===== src/rtl/csr_pkg.sv =====
/*
  constants for the charger status register group: offsets, field
  positions, codes, reset values and the die temperature threshold base and step.
  assumes an 8-bit internal register port and a single 100 MHz clock.
*/
// Function
// - input supply state bits 7:6: 00 uvlo, 01 low margin, 10 ovp, 11 good
// - state 11 only when above uvlo, margin met and below ovp together
// - bit 4 of first register is set while die temp exceeds threshold
// - battery condition bits 6:4, reset 111, codes passed from charger
// - charge phase bits 2:0, reset 000, codes passed from charger
// - bit 7 of third register is 0 exactly when temperature zone is 000
// - temperature zone bits 6:4 encode nominal, cold, cool, warm, hot
// - bit 2 of third register shows die regulation active, resets 0
// - timeout code bits 1:0; any nonzero value means charging suspended
// - addresses 1ch to 1fh are reserved and read as zero
// - threshold code picks 80 c to 115 c in 5 c steps
// - charger healthy is 0 for cold, hot or nonzero timeout, else 1
package csr_pkg;

  localparam logic [7:0] CSR_ADDR_INPUT_THERMAL = 8'h19;
  localparam logic [7:0] CSR_ADDR_BATTERY_PHASE = 8'h1a;
  localparam logic [7:0] CSR_ADDR_TEMP_TIMER    = 8'h1b;
  localparam logic [7:0] CSR_ADDR_RSVD_FIRST    = 8'h1c;
  localparam logic [7:0] CSR_ADDR_RSVD_LAST     = 8'h1f;

  localparam int CSR_POS_SUPPLY_STATE = 6;
  localparam int CSR_POS_DIE_REG_FLAG = 4;
  localparam int CSR_POS_BATT_COND    = 4;
  localparam int CSR_POS_PHASE        = 0;
  localparam int CSR_POS_TEMP_ABN     = 7;
  localparam int CSR_POS_TEMP_ZONE    = 4;
  localparam int CSR_POS_CHIP_TEMP    = 2;
  localparam int CSR_POS_TIMEOUT      = 0;

  localparam logic [1:0] CSR_SUPPLY_UVLO   = 2'h0;
  localparam logic [1:0] CSR_SUPPLY_MARGIN = 2'h1;
  localparam logic [1:0] CSR_SUPPLY_OVP    = 2'h2;
  localparam logic [1:0] CSR_SUPPLY_GOOD   = 2'h3;

  localparam logic [2:0] CSR_ZONE_NOMINAL = 3'h0;
  localparam logic [2:0] CSR_ZONE_COLD    = 3'h1;
  localparam logic [2:0] CSR_ZONE_HOT     = 3'h4;
  localparam logic [1:0] CSR_TIMEOUT_NONE = 2'h0;

  localparam logic [1:0] CSR_RST_SUPPLY_STATE = 2'h0;
  localparam logic [2:0] CSR_RST_BATT_COND    = 3'h7;
  localparam logic [2:0] CSR_RST_PHASE        = 3'h0;
  localparam logic [2:0] CSR_RST_TEMP_ZONE    = 3'h0;
  localparam logic [1:0] CSR_RST_TIMEOUT      = 2'h0;
  localparam logic [7:0] CSR_RST_DIE_TEMP     = 8'h00;

  localparam logic [7:0] CSR_THRESH_BASE_C = 8'h50;
  localparam logic [7:0] CSR_THRESH_STEP_C = 8'h05;

  localparam int CSR_SYNC_STAGES = 2;

endpackage


===== src/rtl/csr_sync.sv =====
/*
  two-stage synchroniser for a bundle of level inputs from the analog side.
  assumes every bit is a slow level; a code may show a mixed value for one
  cycle while it changes.
*/
`timescale 1ns/1ps
module csr_sync
  import csr_pkg::*;
#(
  parameter int               WIDTH   = 1,
  parameter logic [WIDTH-1:0] RST_VAL = '0
) (
  input  wire logic             mclk_in,
  input  wire logic             rst_in,
  input  wire logic [WIDTH-1:0] async_in,
  output logic      [WIDTH-1:0] sync_out
);

  typedef struct packed {
    logic [WIDTH-1:0] meta;
    logic [WIDTH-1:0] stable;
  } csr_sync_s;

  csr_sync_s state_reg;
  csr_sync_s state_next;

  always_comb begin
    state_next        = state_reg;
    state_next.meta   = async_in;
    state_next.stable = state_reg.meta;
  end

  always_ff @(posedge mclk_in) begin
    if (rst_in) begin
      state_reg <= '{meta: RST_VAL, stable: RST_VAL};
    end else begin
      state_reg <= state_next;
    end
  end

  assign sync_out = state_reg.stable;

endmodule


===== src/rtl/csr_status_regs.sv =====
/*
  charger status register group: three read-only status registers at
  19h, 1ah and 1bh plus the reserved window 1ch to 1fh.
  assumes analog condition levels arrive unsynchronised, the threshold
  code comes from a control register on mclk_in, and the serial register
  port presents one read at a time with an 8-bit address.
*/
`timescale 1ns/1ps
module csr_status_regs
  import csr_pkg::*;
(
  input  wire logic       mclk_in,
  input  wire logic       rst_in,
  input  wire logic       vin_above_uvlo_in,
  input  wire logic       supply_node_above_margin_in,
  input  wire logic       vin_above_ovp_in,
  input  wire logic       input_current_limited_in,
  input  wire logic [7:0] die_temp_c_in,
  input  wire logic [2:0] die_temp_threshold_sel_in,
  input  wire logic [2:0] battery_condition_code_in,
  input  wire logic [2:0] charge_phase_code_in,
  input  wire logic [2:0] battery_temp_zone_in,
  input  wire logic [1:0] charge_timeout_code_in,
  input  wire logic       rd_en_in,
  input  wire logic [7:0] rd_addr_in,
  output logic      [7:0] rd_data_out,
  output logic            rd_valid_out,
  output logic            rd_hit_out,
  output logic            input_supply_good_out,
  output logic            charger_healthy_out,
  output logic            die_regulation_flag_out,
  output logic            status_stale_out
);

  localparam int SYNC_W = 23;
  localparam logic [SYNC_W-1:0] SYNC_RST = {
    1'b0, 1'b0, 1'b0, 1'b0,
    CSR_RST_BATT_COND, CSR_RST_PHASE, CSR_RST_TEMP_ZONE,
    CSR_RST_TIMEOUT, CSR_RST_DIE_TEMP
  };

  typedef struct packed {
    logic [1:0] input_supply_state;
    logic       die_regulation_flag;
    logic [2:0] battery_condition_code;
    logic [2:0] charge_phase_code;
    logic [2:0] battery_temp_zone;
    logic [1:0] charge_timeout_code;
    logic       input_supply_good;
    logic       charger_healthy;
    logic       status_stale;
    logic [7:0] rd_data;
    logic       rd_valid;
    logic       rd_hit;
  } csr_status_s;

  csr_status_s      state_reg;
  csr_status_s      state_next;
  logic [SYNC_W-1:0] sync_bus;
  logic             s_uvlo_ok;
  logic             s_margin_ok;
  logic             s_ovp;
  logic             s_ilim;
  logic [2:0]       s_batt;
  logic [2:0]       s_phase;
  logic [2:0]       s_zone;
  logic [1:0]       s_timeout;
  logic [7:0]       s_die_temp;
  logic [7:0]       threshold_c;
  logic [7:0]       reg_input_thermal;
  logic [7:0]       reg_battery_phase;
  logic [7:0]       reg_temp_timer;

  csr_sync #(
    .WIDTH   (SYNC_W),
    .RST_VAL (SYNC_RST)
  ) u_sync (
    .mclk_in  (mclk_in),
    .rst_in   (rst_in),
    .async_in ({vin_above_uvlo_in, supply_node_above_margin_in,
                vin_above_ovp_in, input_current_limited_in,
                battery_condition_code_in, charge_phase_code_in,
                battery_temp_zone_in, charge_timeout_code_in,
                die_temp_c_in}),
    .sync_out (sync_bus)
  );

  assign {s_uvlo_ok, s_margin_ok, s_ovp, s_ilim, s_batt, s_phase,
          s_zone, s_timeout, s_die_temp} = sync_bus;

  // threshold 80 c plus 5 c per code step
  assign threshold_c = CSR_THRESH_BASE_C +
    8'(CSR_THRESH_STEP_C * {5'h00, die_temp_threshold_sel_in});

  // register images, reserved bits zero
  always_comb begin
    reg_input_thermal = 8'h00;
    reg_input_thermal[CSR_POS_SUPPLY_STATE +: 2] =
      state_reg.input_supply_state;
    reg_input_thermal[CSR_POS_DIE_REG_FLAG] = state_reg.die_regulation_flag;
    reg_battery_phase = 8'h00;
    reg_battery_phase[CSR_POS_BATT_COND +: 3] =
      state_reg.battery_condition_code;
    reg_battery_phase[CSR_POS_PHASE +: 3] = state_reg.charge_phase_code;
    reg_temp_timer = 8'h00;
    reg_temp_timer[CSR_POS_TEMP_ABN] =
      (state_reg.battery_temp_zone != CSR_ZONE_NOMINAL);
    reg_temp_timer[CSR_POS_TEMP_ZONE +: 3] =
      state_reg.battery_temp_zone;
    reg_temp_timer[CSR_POS_CHIP_TEMP] = state_reg.die_regulation_flag;
    reg_temp_timer[CSR_POS_TIMEOUT +: 2] =
      state_reg.charge_timeout_code;
  end

  always_comb begin
    state_next = state_reg;

    // input supply classification, uvlo first, then ovp, then margin
    if (!s_uvlo_ok) begin
      state_next.input_supply_state = CSR_SUPPLY_UVLO;
    end else if (s_ovp) begin
      state_next.input_supply_state = CSR_SUPPLY_OVP;
    end else if (!s_margin_ok) begin
      state_next.input_supply_state = CSR_SUPPLY_MARGIN;
    end else begin
      state_next.input_supply_state = CSR_SUPPLY_GOOD;
    end
    state_next.input_supply_good =
      s_uvlo_ok && s_margin_ok && !s_ovp;

    state_next.die_regulation_flag = (s_die_temp > threshold_c);
    state_next.battery_condition_code = s_batt;
    state_next.charge_phase_code      = s_phase;
    state_next.battery_temp_zone      = s_zone;
    state_next.charge_timeout_code    = s_timeout;

    state_next.charger_healthy =
      !((s_zone == CSR_ZONE_COLD) || (s_zone == CSR_ZONE_HOT) ||
        (s_timeout != CSR_TIMEOUT_NONE));

    // flag for the host that all three images are meaningless
    state_next.status_stale = s_ilim;

    // read port, one cycle latency
    state_next.rd_valid = rd_en_in;
    state_next.rd_hit   = 1'b0;
    state_next.rd_data  = 8'h00;
    if (rd_en_in) begin
      case (rd_addr_in)
        CSR_ADDR_INPUT_THERMAL: begin
          state_next.rd_hit  = 1'b1;
          state_next.rd_data = reg_input_thermal;
        end
        CSR_ADDR_BATTERY_PHASE: begin
          state_next.rd_hit  = 1'b1;
          state_next.rd_data = reg_battery_phase;
        end
        CSR_ADDR_TEMP_TIMER: begin
          state_next.rd_hit  = 1'b1;
          state_next.rd_data = reg_temp_timer;
        end
        default: begin
          // reserved window answers zero
          state_next.rd_hit = (rd_addr_in >= CSR_ADDR_RSVD_FIRST) &&
                              (rd_addr_in <= CSR_ADDR_RSVD_LAST);
          state_next.rd_data = 8'h00;
        end
      endcase
    end
  end

  always_ff @(posedge mclk_in) begin
    if (rst_in) begin
      state_reg.input_supply_state     <= CSR_RST_SUPPLY_STATE;
      state_reg.die_regulation_flag    <= 1'b0;
      state_reg.battery_condition_code <= CSR_RST_BATT_COND;
      state_reg.charge_phase_code      <= CSR_RST_PHASE;
      state_reg.battery_temp_zone      <= CSR_RST_TEMP_ZONE;
      state_reg.charge_timeout_code    <= CSR_RST_TIMEOUT;
      state_reg.input_supply_good      <= 1'b0;
      state_reg.charger_healthy        <= 1'b1;
      state_reg.status_stale           <= 1'b0;
      state_reg.rd_data                <= 8'h00;
      state_reg.rd_valid               <= 1'b0;
      state_reg.rd_hit                 <= 1'b0;
    end else begin
      state_reg <= state_next;
    end
  end

  assign rd_data_out             = state_reg.rd_data;
  assign rd_valid_out            = state_reg.rd_valid;
  assign rd_hit_out              = state_reg.rd_hit;
  assign input_supply_good_out   = state_reg.input_supply_good;
  assign charger_healthy_out     = state_reg.charger_healthy;
  assign die_regulation_flag_out = state_reg.die_regulation_flag;
  assign status_stale_out        = state_reg.status_stale;

endmodule


===== config.mk =====
export PLATFORM = sky130hd
export DESIGN_NAME = csr_status_regs
export DESIGN_NICKNAME = d
export VERILOG_FILES = /design/src/rtl/csr_pkg.sv /design/src/rtl/csr_sync.sv /design/src/rtl/csr_status_regs.sv
export SDC_FILE = /design/constraint.sdc
export NUM_CORES = 1
export LEC_CHECK = 0
export BUFFER_PORTS_ARGS = -buffer_cell sky130_fd_sc_hd__buf_4
export CORE_UTILIZATION = 45
export DETAILED_ROUTE_END_ITERATION = 10
export GPL_ROUTABILITY_DRIVEN = 0
export PLACE_DENSITY_LB_ADDON = 0.05
export RECOVER_POWER = 50
export SLEW_MARGIN = 0
export SYNTH_ARGS = -nofsm -noshare
export SYNTH_HDL_FRONTEND = slang
export SYNTH_HIERARCHICAL = 1
export SYNTH_SLANG_ARGS = --single-unit

===== constraint.sdc =====
create_clock -name mclk_in -period 1.6 [get_ports mclk_in]
set_input_delay 0.24 -clock mclk_in [delete_from_list [all_inputs] [get_ports mclk_in]]
set_output_delay 0.24 -clock mclk_in [all_outputs]
set_load 0.02 [all_outputs]

==> results of run 1 <==
## worst register-to-register path, stage by stage (launching register included)
cell and delay, ps:
sky130_fd_sc_hd__dfxtp_1 310, sky130_fd_sc_hd__ha_1 280, sky130_fd_sc_hd__nor2b_1 140, sky130_fd_sc_hd__o211ai_1 90, sky130_fd_sc_hd__a21o_1 160, sky130_fd_sc_hd__a311oi_1 190
## how the worst max path moves through the flow
stage | from | to | slack, ps | cells past startpoint
2_1_floorplan | die_temp_threshold_sel_in[0] | die_regulation_flag_out | 10 | 9
3_3_place_gp | die_temp_threshold_sel_in[0] | die_regulation_flag_out | -180 | 10
3_5_place_dp | die_temp_threshold_sel_in[0] | die_regulation_flag_out | -200 | 10
4_1_cts | die_temp_threshold_sel_in[0] | die_regulation_flag_out | 150 | 10
5_1_grt | die_temp_threshold_sel_in[0] | die_regulation_flag_out | 9 | 10
6_report | die_temp_threshold_sel_in[0] | die_regulation_flag_out | 140 | 10
## metal layers
| metal | vias up | GRT usage, % |
|---|---|---|
| li1 | 755 | - |
| met1 | 548 | 15.5 |
| met2 | 53 | 20.9 |
| met3 | 4 | 8.54 |
| met4 | 0 | 7.69 |
| met5 | - | 0 |
## cell families (layout without fill, tap and decap cells)
group           after synthesis  in the layout
fa+ha+maj                    10             10
mux                           6              6
flops                        72             72
simple gates                 84             84
compound gates               14             14
other cells                   1              1
xor+xnor                      1              1
buf+inv                      15             76
## Yosys cell counts (2+ instances only)
master,count,area (sq um)
sky130_fd_sc_hd__inv_1,7,26.3
sky130_fd_sc_hd__or2_1,6,37.5
sky130_fd_sc_hd__buf_4,2,15.0
sky130_fd_sc_hd__nand2b_1,2,12.5
sky130_fd_sc_hd__nor3_1,2,10.0
sky130_fd_sc_hd__nand2_1,3,11.3
sky130_fd_sc_hd__mux2i_1,4,40.0
sky130_fd_sc_hd__or2_2,3,18.8
sky130_fd_sc_hd__nor2b_1,48,300
sky130_fd_sc_hd__a22oi_1,2,15.0
sky130_fd_sc_hd__ha_1,10,125
sky130_fd_sc_hd__buf_2,5,25.0
sky130_fd_sc_hd__and2b_1,3,22.5
sky130_fd_sc_hd__a21oi_1,3,15.0
sky130_fd_sc_hd__dfxtp_1,72,1440
sky130_fd_sc_hd__o21ai_0,3,15.0
sky130_fd_sc_hd__nor2_1,11,41.3
## state kept, by name, summed over array words and instances, names as in the netlist
register                 count
u_sync/state_next           23
rd_data_out                  7
reg_input_thermal            2
reg_temp_timer               5
die_regulation_flag_out      1
status_stale_out             1
input_supply_good_out        1
u_sync/sync_out             23
reg_battery_phase            6
rd_valid_out                 1
rd_hit_out                   1
charger_healthy_out          1
## area by class of cell
cell class	count	area, sq um
tap	67	83.8
fill	412	1870
timing repair buffer	53	395
clock inverter	5	56.3
inverter	7	26.3
multi-input combinational	116	835
sequential	72	1440
clock buffer	11	141
## metrics by stage
| step | TNS (ps) | setup slack (ps) | std cells |
|---|---|---|---|
| 2_1_floorplan | 0 | 11.8 | 203 |
| 3_3_place_gp | -179 | -179 | 315 |
| 3_5_place_dp | -200 | -200 | 315 |
| 4_1_cts | 0 | 153 | 331 |
| 5_1_grt | 0 | 8.89 | 331 |
| 6_report | 0 | 135 | 331 |
## report_power, final
| part | internal [mW] | switching, mW | total (mW) |
|---|---|---|---|
| Combinational | 0.137 | 0.0975 | 0.235 |
| Clock | 0.760 | 0.608 | 1.37 |
| Sequential | 1.86 | 0.0169 | 1.88 |
| Total | 2.76 | 0.722 | 3.48 |
==> results.toml, run 1 <==
[timing]
max_freq_mhz = 683
whs_ps = 86.3
final-max-slew-violation-count = 0
worst_clock_skew_ps = 7.06
post-route-period-util_pct = 91.5
timing.final.setup_violations = 0
layout_min_cycle_time_ps = 1460
rsz0062_at_grt = "no"
final_hold_viol_count = 0
worst-slew-pin-transition_ps = 539
relSlewSlack_pct = 64.0

[drt]
drt-pass1-iter-count = 2
detail_route.iter0.violations = 20
met3RoutedLength_um = 277
wl_met1_um = 1450
vias_per_cell = 4.11
antenna_viol_nets_final = 0
drt_drc_violations_left = 0
wl_met2_um = 1310
highest_layer = "met4"
via_count = 1360
drt_wl_total_um = 3070
drt-wirelength-per-cell_um = 9.27

[critical_path]
reg2reg_from = "u_sync/sync_out[1]"
slowest_stage_delay_cp_ps = 300
critical_path.max_fanout = 2
timing.setup.critical_path_class = "in -> reg"
timing.critical_path.to_type = "flop"
crit_required_ps = 1840
cp.buffers_inverters = 2
slowest_stage = "sky130_fd_sc_hd__ha_1"
critPathArrivalTime_ps = 1700
reg2reg_depth = 5
start_kind = "input port"
critical_path.reg2reg.endpoint = "die_regulation_flag_out"
path_cells = "buf_4 -> ha_4 -> ha_4 -> inv_1 -> ha_1 -> ha_1 -> nand2_1 -> nor2_1 -> o21a_1 -> a311oi_1"
r2r_slack_ps = 350
worst_path_dominant_cell_family = "adder cells"

[floorplanning]
design.core.area_sq_mm = 0.00485
floorplan.die.width_um = 73.9
floorplan.io_pins = 51
row_count = 25
floorplan.initialDensity_pct = 48.0
fp.dieH_um = 73.9
design.die.area_sq_mm = 0.00547

[power]
power.total_mw = 3.48
power_density_mw_per_mm2 = 1170
ir_drop_mv = 0.658
power.leakage_nw = 1.29

[status]
status = "finished clean"

[global_route]
overall_routing_resource_usage_pct = 14.0
grt_first_pass_wirelength_um = 5440
overflow = 0
antenna_found_initial = 0
first_global_vias = 1282
grt_start_max_net_pins = 34

[final_layout]
mostFrequentLayoutCells = "sky130_fd_sc_hd__dfxtp_1, sky130_fd_sc_hd__buf_4, sky130_fd_sc_hd__nor2b_1"
drive_gt1_share_pct = 29.2
postLayoutCoreUtil_pct = 61.4
area_delta_synth_final_pct = 27.9
mostFrequentLayoutCell = "sky130_fd_sc_hd__dfxtp_1"
final_net_count = 306
antenna_cells_inserted = 0
final_area_sq_mm = 0.00298

[synthesis]
synthXorXnorAreaFrac_pct = 0.376
synthMuxAreaShare_pct = 2.69
synthDistinctLibCells = 34
yosysWarningCount = 6
seq_area_frac_synth_pct = 61.9
synth_fp_nets = 250
synth_top_family_by_area = "simple AND/OR/NAND/NOR gates"
synthArstFlopShare_pct = 0
post_synth_inst_count = 203
synth_edf_count = 0
synthSimpleGateAreaFrac_pct = 22.3
yosys_most_used_dff = "sky130_fd_sc_hd__dfxtp_1"
syn_area_per_cell_sq_um = 11.5
synth_adder_area_share_pct = 5.37
netlist_area_sq_mm = 0.00233
synth_seq_cells = 72
synth_compound_gate_area_share_pct = 4.19

[clock_network]
cts.hold.buffers_added = 0
clock_tree_from_tritoncts = "done"
postCtsSetupRepairBufs = 0
clk_pin_slew_worst_setup_hold_paths_ps = 70
h-tree-depth = 3
cts.sink_count = 72
post_cts.resized_instances = 0
clockBufferDepth = 2
clock_latency_ps = 330
cts_root_buffer = "sky130_fd_sc_hd__clkbuf_8"
tritoncts.num_buffers = 9

[hold_path]
hp-start = "battery_condition_code_in[0]"
hold_path_depth = 2
worst_hold_path_type = "in -> reg"
hold_end = "u_sync/state_next[16]"

[placement]
post_dp_cell_area_sq_mm = 0.00279
dp_hpwl_um = 2130
io_buffer_count = 49

[run]
timing.max_cap.violations = 0
Power figures use the tool's default switching activity.
==> run 2, diff against run 1 <==
==> constraint.sdc (replaced) <==
create_clock -name mclk_in -period 1.2 [get_ports mclk_in]
set_input_delay 0.18 -clock mclk_in [delete_from_list [all_inputs] [get_ports mclk_in]]
set_output_delay 0.18 -clock mclk_in [all_outputs]
set_load 0.02 [all_outputs]
==> run 2 against run 1 <==
Effect of this change:
- the flow now finishes with violations (negative setup slack)
- count of clock-buffer cells in the layout grew 1
- first-iteration DRC count grew 100%
- design area grew 4.1%
- wire length grew 7.3%
- die area is the same
- via count grew 3.5%
- sequential power grew 33%
- total power grew 43%
- critical endpoint unchanged
==> results.toml, run 2 (same netlist as run 1, synthesis figures left out) <==
[timing]
whs_ps = 20.9
timing.final.ws_setup_ps = -94.9
worst_clock_skew_ps = 6.47
timing.final.setup_violations = 1
rsz0062_at_grt = "yes"
final_hold_viol_count = 0
post-route-period-util_pct = 108
layout_min_cycle_time_ps = 1290
max_freq_mhz = 772
final-max-slew-violation-count = 0
totalNegativeSetupSlack_ps = -94.9

[placement]
io_buffer_count = 49
dp_hpwl_um = 2260
post-place-cells = 315
dp_worst_slack_ps = -507
post_dp_cell_area_sq_mm = 0.00283

[final_layout]
antenna_cells_inserted = 0
final_net_count = 307
final_area_sq_mm = 0.00310
area_delta_synth_final_pct = 33.2
fin_cells = 332
mostFrequentLayoutCell = "sky130_fd_sc_hd__dfxtp_1"
mostFrequentLayoutCells = "sky130_fd_sc_hd__dfxtp_1, sky130_fd_sc_hd__buf_4, sky130_fd_sc_hd__nor2b_1"
drive_gt1_share_pct = 32.1
postLayoutCoreUtil_pct = 63.9

[drt]
drt-wirelength-per-cell_um = 9.92
vias_per_cell = 4.24
detail_route.iter0.violations = 40
met3RoutedLength_um = 291
wl_met1_um = 1530
drt-pass1-iter-count = 2
wl_met2_um = 1410
via_count = 1407
drt_wl_total_um = 3300
antenna_viol_nets_final = 0
highest_layer = "met4"
drt_drc_violations_left = 0

[critical_path]
timing.setup.critical_path_class = "in -> reg"
worst_path_dominant_cell_family = "adder cells"
start_kind = "input port"
critPathArrivalTime_ps = 1530
timing.critical_path.to_type = "flop"
crit_path_most_repeated_cell = "sky130_fd_sc_hd__ha_4"
slowest_stage_delay_cp_ps = 210
critical_path.max_fanout = 2
slowest_stage = "sky130_fd_sc_hd__ha_4"
cp.buffers_inverters = 2
path_cells = "buf_6 -> ha_4 -> ha_4 -> inv_2 -> ha_4 -> ha_4 -> nand2_2 -> nor2_1 -> o21a_1 -> a311oi_1"
crit_required_ps = 1440

[power]
power_density_mw_per_mm2 = 1600
ir_drop_mv = 0.930
power.leakage_nw = 1.32
power.total_mw = 4.96

[clock_network]
clockBufferDepth = 2
cts.hold.buffers_added = 0
clk_pin_slew_worst_setup_hold_paths_ps = 70
clock_latency_ps = 330
clock_tree_from_tritoncts = "done"
cts_root_buffer = "sky130_fd_sc_hd__clkbuf_8"
tritoncts.num_buffers = 9
cts.sink_count = 72
h-tree-depth = 3

[run]
timing.max_cap.violations = 0

[floorplanning]
design.core.area_sq_mm = 0.00485
row_count = 25
fp.dieH_um = 73.9
floorplan.io_pins = 51
floorplan.initialDensity_pct = 48.0
design.die.area_sq_mm = 0.00547
floorplan.die.width_um = 73.9

[global_route]
first_global_vias = 1352
antenna_found_initial = 0
overflow = 0
grt_start_max_net_pins = 62
overall_routing_resource_usage_pct = 14.4
grt_first_pass_wirelength_um = 5650

[status]
failing_checks = "negative setup slack"
status = "finished with violations"

[hold_path]
worst_hold_path_type = "in -> reg"
-- run 2: changes by cell type in the layout (fill, tap and decap cells not counted), sizes merged --
cell | previous run | this run
clkinv | 3 | 1
buf | 52 | 53
bufinv | 1 | 2
clkbuf | 12 | 13
-- run 2: where the power goes --
part	switching, mW	total, mW	internal (mW)
Sequential	0.0255	2.50	2.48
Clock	0.816	2.10	1.29
Combinational	0.143	0.352	0.208
Total	0.985	4.96	3.98
-- run 2: final cells by class --
class / count / area, sq um
repair buffers: 54 / 422
fillers: 420 / 1750
inverters: 7 / 26.3
multi-input cells: 116 / 895
clock buffers: 12 / 155
well taps: 67 / 83.8
flip-flops and latches: 72 / 1440
clock inverters: 4 / 76.3
-- run 2: repair_timing --
item,4_1_cts,5_1_grt
pin swaps,7,2
setup endpoints to repair,1,1
gates resized for setup,3,4
buffers inserted,1,0
-- run 2: metal layers --
layer,up-vias,GRT usage [%]
li1,758,-
met2,51,22.9
met5,-,0
met1,591,15.1
met4,0,7.69
met3,7,7.99
-- run 2: worst paths after layout --
check / from / endpoint / slack (ps) / depth (start not counted)
worst min-delay path: battery_condition_code_in[1] / u_sync/state_next[17] / 20 / 2
worst min register to register: u_sync/state_next[16] / u_sync/sync_out[16] / 410 / 1
worst max-delay path: die_temp_threshold_sel_in[2] / die_regulation_flag_out / -90 / 10
worst max register to register: u_sync/sync_out[1] / die_regulation_flag_out / -90 / 5
-- run 2: worst reg2reg max path, cell delays in order (launching register included) --
cell	delay [ps]
sky130_fd_sc_hd__dfxtp_2	330
sky130_fd_sc_hd__ha_4	260
sky130_fd_sc_hd__nor2b_4	130
sky130_fd_sc_hd__o211ai_1	90
sky130_fd_sc_hd__a21o_1	160
sky130_fd_sc_hd__a311oi_1	220
==> run 3, diff against run 2 <==
--- a/config.mk
+++ b/config.mk
@@ -6,7 +6,9 @@
 export NUM_CORES = 1
 export LEC_CHECK = 0
 export BUFFER_PORTS_ARGS = -buffer_cell sky130_fd_sc_hd__buf_4
-export CORE_UTILIZATION = 45
+export CELL_PAD_IN_SITES_DETAIL_PLACEMENT = 1
+export CELL_PAD_IN_SITES_GLOBAL_PLACEMENT = 2
+export CORE_UTILIZATION = 30
 export DETAILED_ROUTE_END_ITERATION = 10
 export GPL_ROUTABILITY_DRIVEN = 0
 export PLACE_DENSITY_LB_ADDON = 0.05
==> run 3 against run 2 <==
Effect of this change:
- the run still ends with negative setup slack left
- worst setup slack gained 36 ps
- total power shrank 7.7%
- via count grew 4.3%
- highest routed layer unchanged
==> results.toml, run 3 (same netlist as run 1, synthesis figures left out) <==
[status]
status = "finished with violations"
failing_checks = "negative setup slack"

[drt]
drt_wl_total_um = 3930
drt-wirelength-per-cell_um = 10.7
drt_drc_violations_left = 0
vias_per_cell = 4.00
via_count = 1467
antenna_viol_nets_final = 0
drt-pass1-iter-count = 2
detail_route.iter0.violations = 20

[global_route]
globalRouteMet1Util_pct = 12.7
antenna_found_initial = 0
first_global_vias = 1429
gr-max-usage-layer = "met2"
overflow = 0
overall_routing_resource_usage_pct = 10.6
grt_start_max_net_pins = 60
grt_first_pass_wirelength_um = 6620
grt_use_met2_pct = 15.4
met3_usage_pct = 5.75

[power]
ir_drop_mv = 0.550
power.total_mw = 4.58
power.leakage_nw = 1.31
power_density_mw_per_mm2 = 1450

[critical_path]
timing.critical_path.to_type = "flop"
worst_path_dominant_cell_family = "adder cells"
slowest_stage_delay_cp_ps = 210
reg2reg_depth = 5
logic_depth_of_the_worst_setup_path_including_buffers = 10
r2r_slack_ps = -50
critical_path.reg2reg.endpoint = "die_regulation_flag_out"
slowest_stage = "sky130_fd_sc_hd__ha_4"
cp.buffers_inverters = 2
cp-endpoint = "die_regulation_flag_out"
crit_path_most_repeated_cell = "sky130_fd_sc_hd__ha_4"
crit_required_ps = 1440
timing.setup.critical_path_class = "in -> reg"
start_kind = "input port"
critical_path.max_fanout = 2
reg2reg_from = "u_sync/sync_out[1]"
critPathArrivalTime_ps = 1500
timing.critical_path.from = "die_temp_threshold_sel_in[2]"
path_cells = "buf_8 -> ha_4 -> ha_4 -> inv_4 -> ha_4 -> ha_4 -> nand2_2 -> nor2_1 -> o21a_1 -> a311oi_1"

[placement]
dp_hpwl_um = 2620
io_buffer_count = 49

[timing]
post-route-period-util_pct = 105
worst_clock_skew_ps = 7.70
totalNegativeSetupSlack_ps = -59.0
timing.final.ws_setup_ps = -59.0
max_freq_mhz = 794
rsz0062_at_grt = "yes"
layout_min_cycle_time_ps = 1260
final_hold_viol_count = 0
final-max-slew-violation-count = 0
timing.final.setup_violations = 1

[clock_network]
h-tree-depth = 3
tritoncts.num_buffers = 9
clockBufferDepth = 2
clock_latency_ps = 330
clk_pin_slew_worst_setup_hold_paths_ps = 70
clock_tree_from_tritoncts = "done"
cts.sink_count = 72
cts_root_buffer = "sky130_fd_sc_hd__clkbuf_8"

[hold_path]
worst_hold_path_type = "in -> reg"
hp-start = "rd_addr_in[6]"

[run]
timing.max_cap.violations = 0

[floorplanning]
design.die.area_sq_mm = 0.00812
floorplan.die.width_um = 90.1
design.core.area_sq_mm = 0.00737
floorplan.io_pins = 51
row_count = 31
fp.dieH_um = 90.1
floorplan.initialDensity_pct = 31.6

[final_layout]
area_delta_synth_final_pct = 35.5
drive_gt1_share_pct = 32.8
filler_cell_count = 827
final_net_count = 310
mostFrequentLayoutCell = "sky130_fd_sc_hd__dfxtp_1"
mostFrequentLayoutCells = "sky130_fd_sc_hd__dfxtp_1, sky130_fd_sc_hd__buf_4, sky130_fd_sc_hd__nor2b_1"
antenna_cells_inserted = 0
run 3: changes by cell type in the layout (fill, tap and decap cells not counted), sizes merged:
cell	previous run	this run
dlygate4sd3	0	3
bufinv	2	0
clkinv	1	2
clkinvlp	1	2
run 3: worst min-delay path by stage:
stage	endpoint	cells past startpoint	slack (ps)
2_1_floorplan	reg_temp_timer[4]	1	250
3_3_place_gp	u_sync/state_next[17]	2	360
3_5_place_dp	u_sync/state_next[17]	2	360
4_1_cts	rd_hit_out	2	4
5_1_grt	rd_hit_out	2	7
6_report	rd_hit_out	2	30
run 3: area by class of cell:
cell class | count | area (sq um) | area share (%)
timing repair buffer | 57 | 455 | 14.4
sequential | 72 | 1440 | 45.8
inverter | 7 | 28.8 | 0.912
tap | 99 | 124 | 3.93
multi-input combinational | 116 | 920 | 29.1
clock inverter | 4 | 28.8 | 0.912
clock buffer | 12 | 155 | 4.92
run 3: power breakdown:
part,internal (mW),switching [mW]
logic,0.222,0.154
clock network,0.863,0.835
registers,2.48,0.0265
total,3.56,1.02
run 3: stage by stage:
step | instances | hold WS (ps) | cell area [sq um] | worst slack [ps] | utilization (%)
after floorplan | 203 | 252 | 2380 | -251 | -
after global placement | 346 | 364 | 2860 | -428 | 38.9
after detailed placement | 346 | 363 | 2860 | -455 | 38.9
after CTS | 367 | 3.83 | 3120 | -73.5 | 42.3
after global routing | 367 | 7.30 | 3160 | -114 | 42.8
final | 367 | 31.9 | 3160 | -59.0 | 42.8
run 3: what timing repair did:
item                                   4_1_cts  5_1_grt
resized for setup                            5        7
hold buffers                                 3        0
pin swaps                                    7        3
setup buffers                                2        0
endpoints found under the hold margin        3        0
setup endpoints to repair                    1        1
run 3: per-layer routing:
layer / wire length, um / up-vias
met1: 1940 / 647
met4: 76 / 0
met3: 300 / 6
met2: 1620 / 50
li1: - / 764
met5: 0 / -
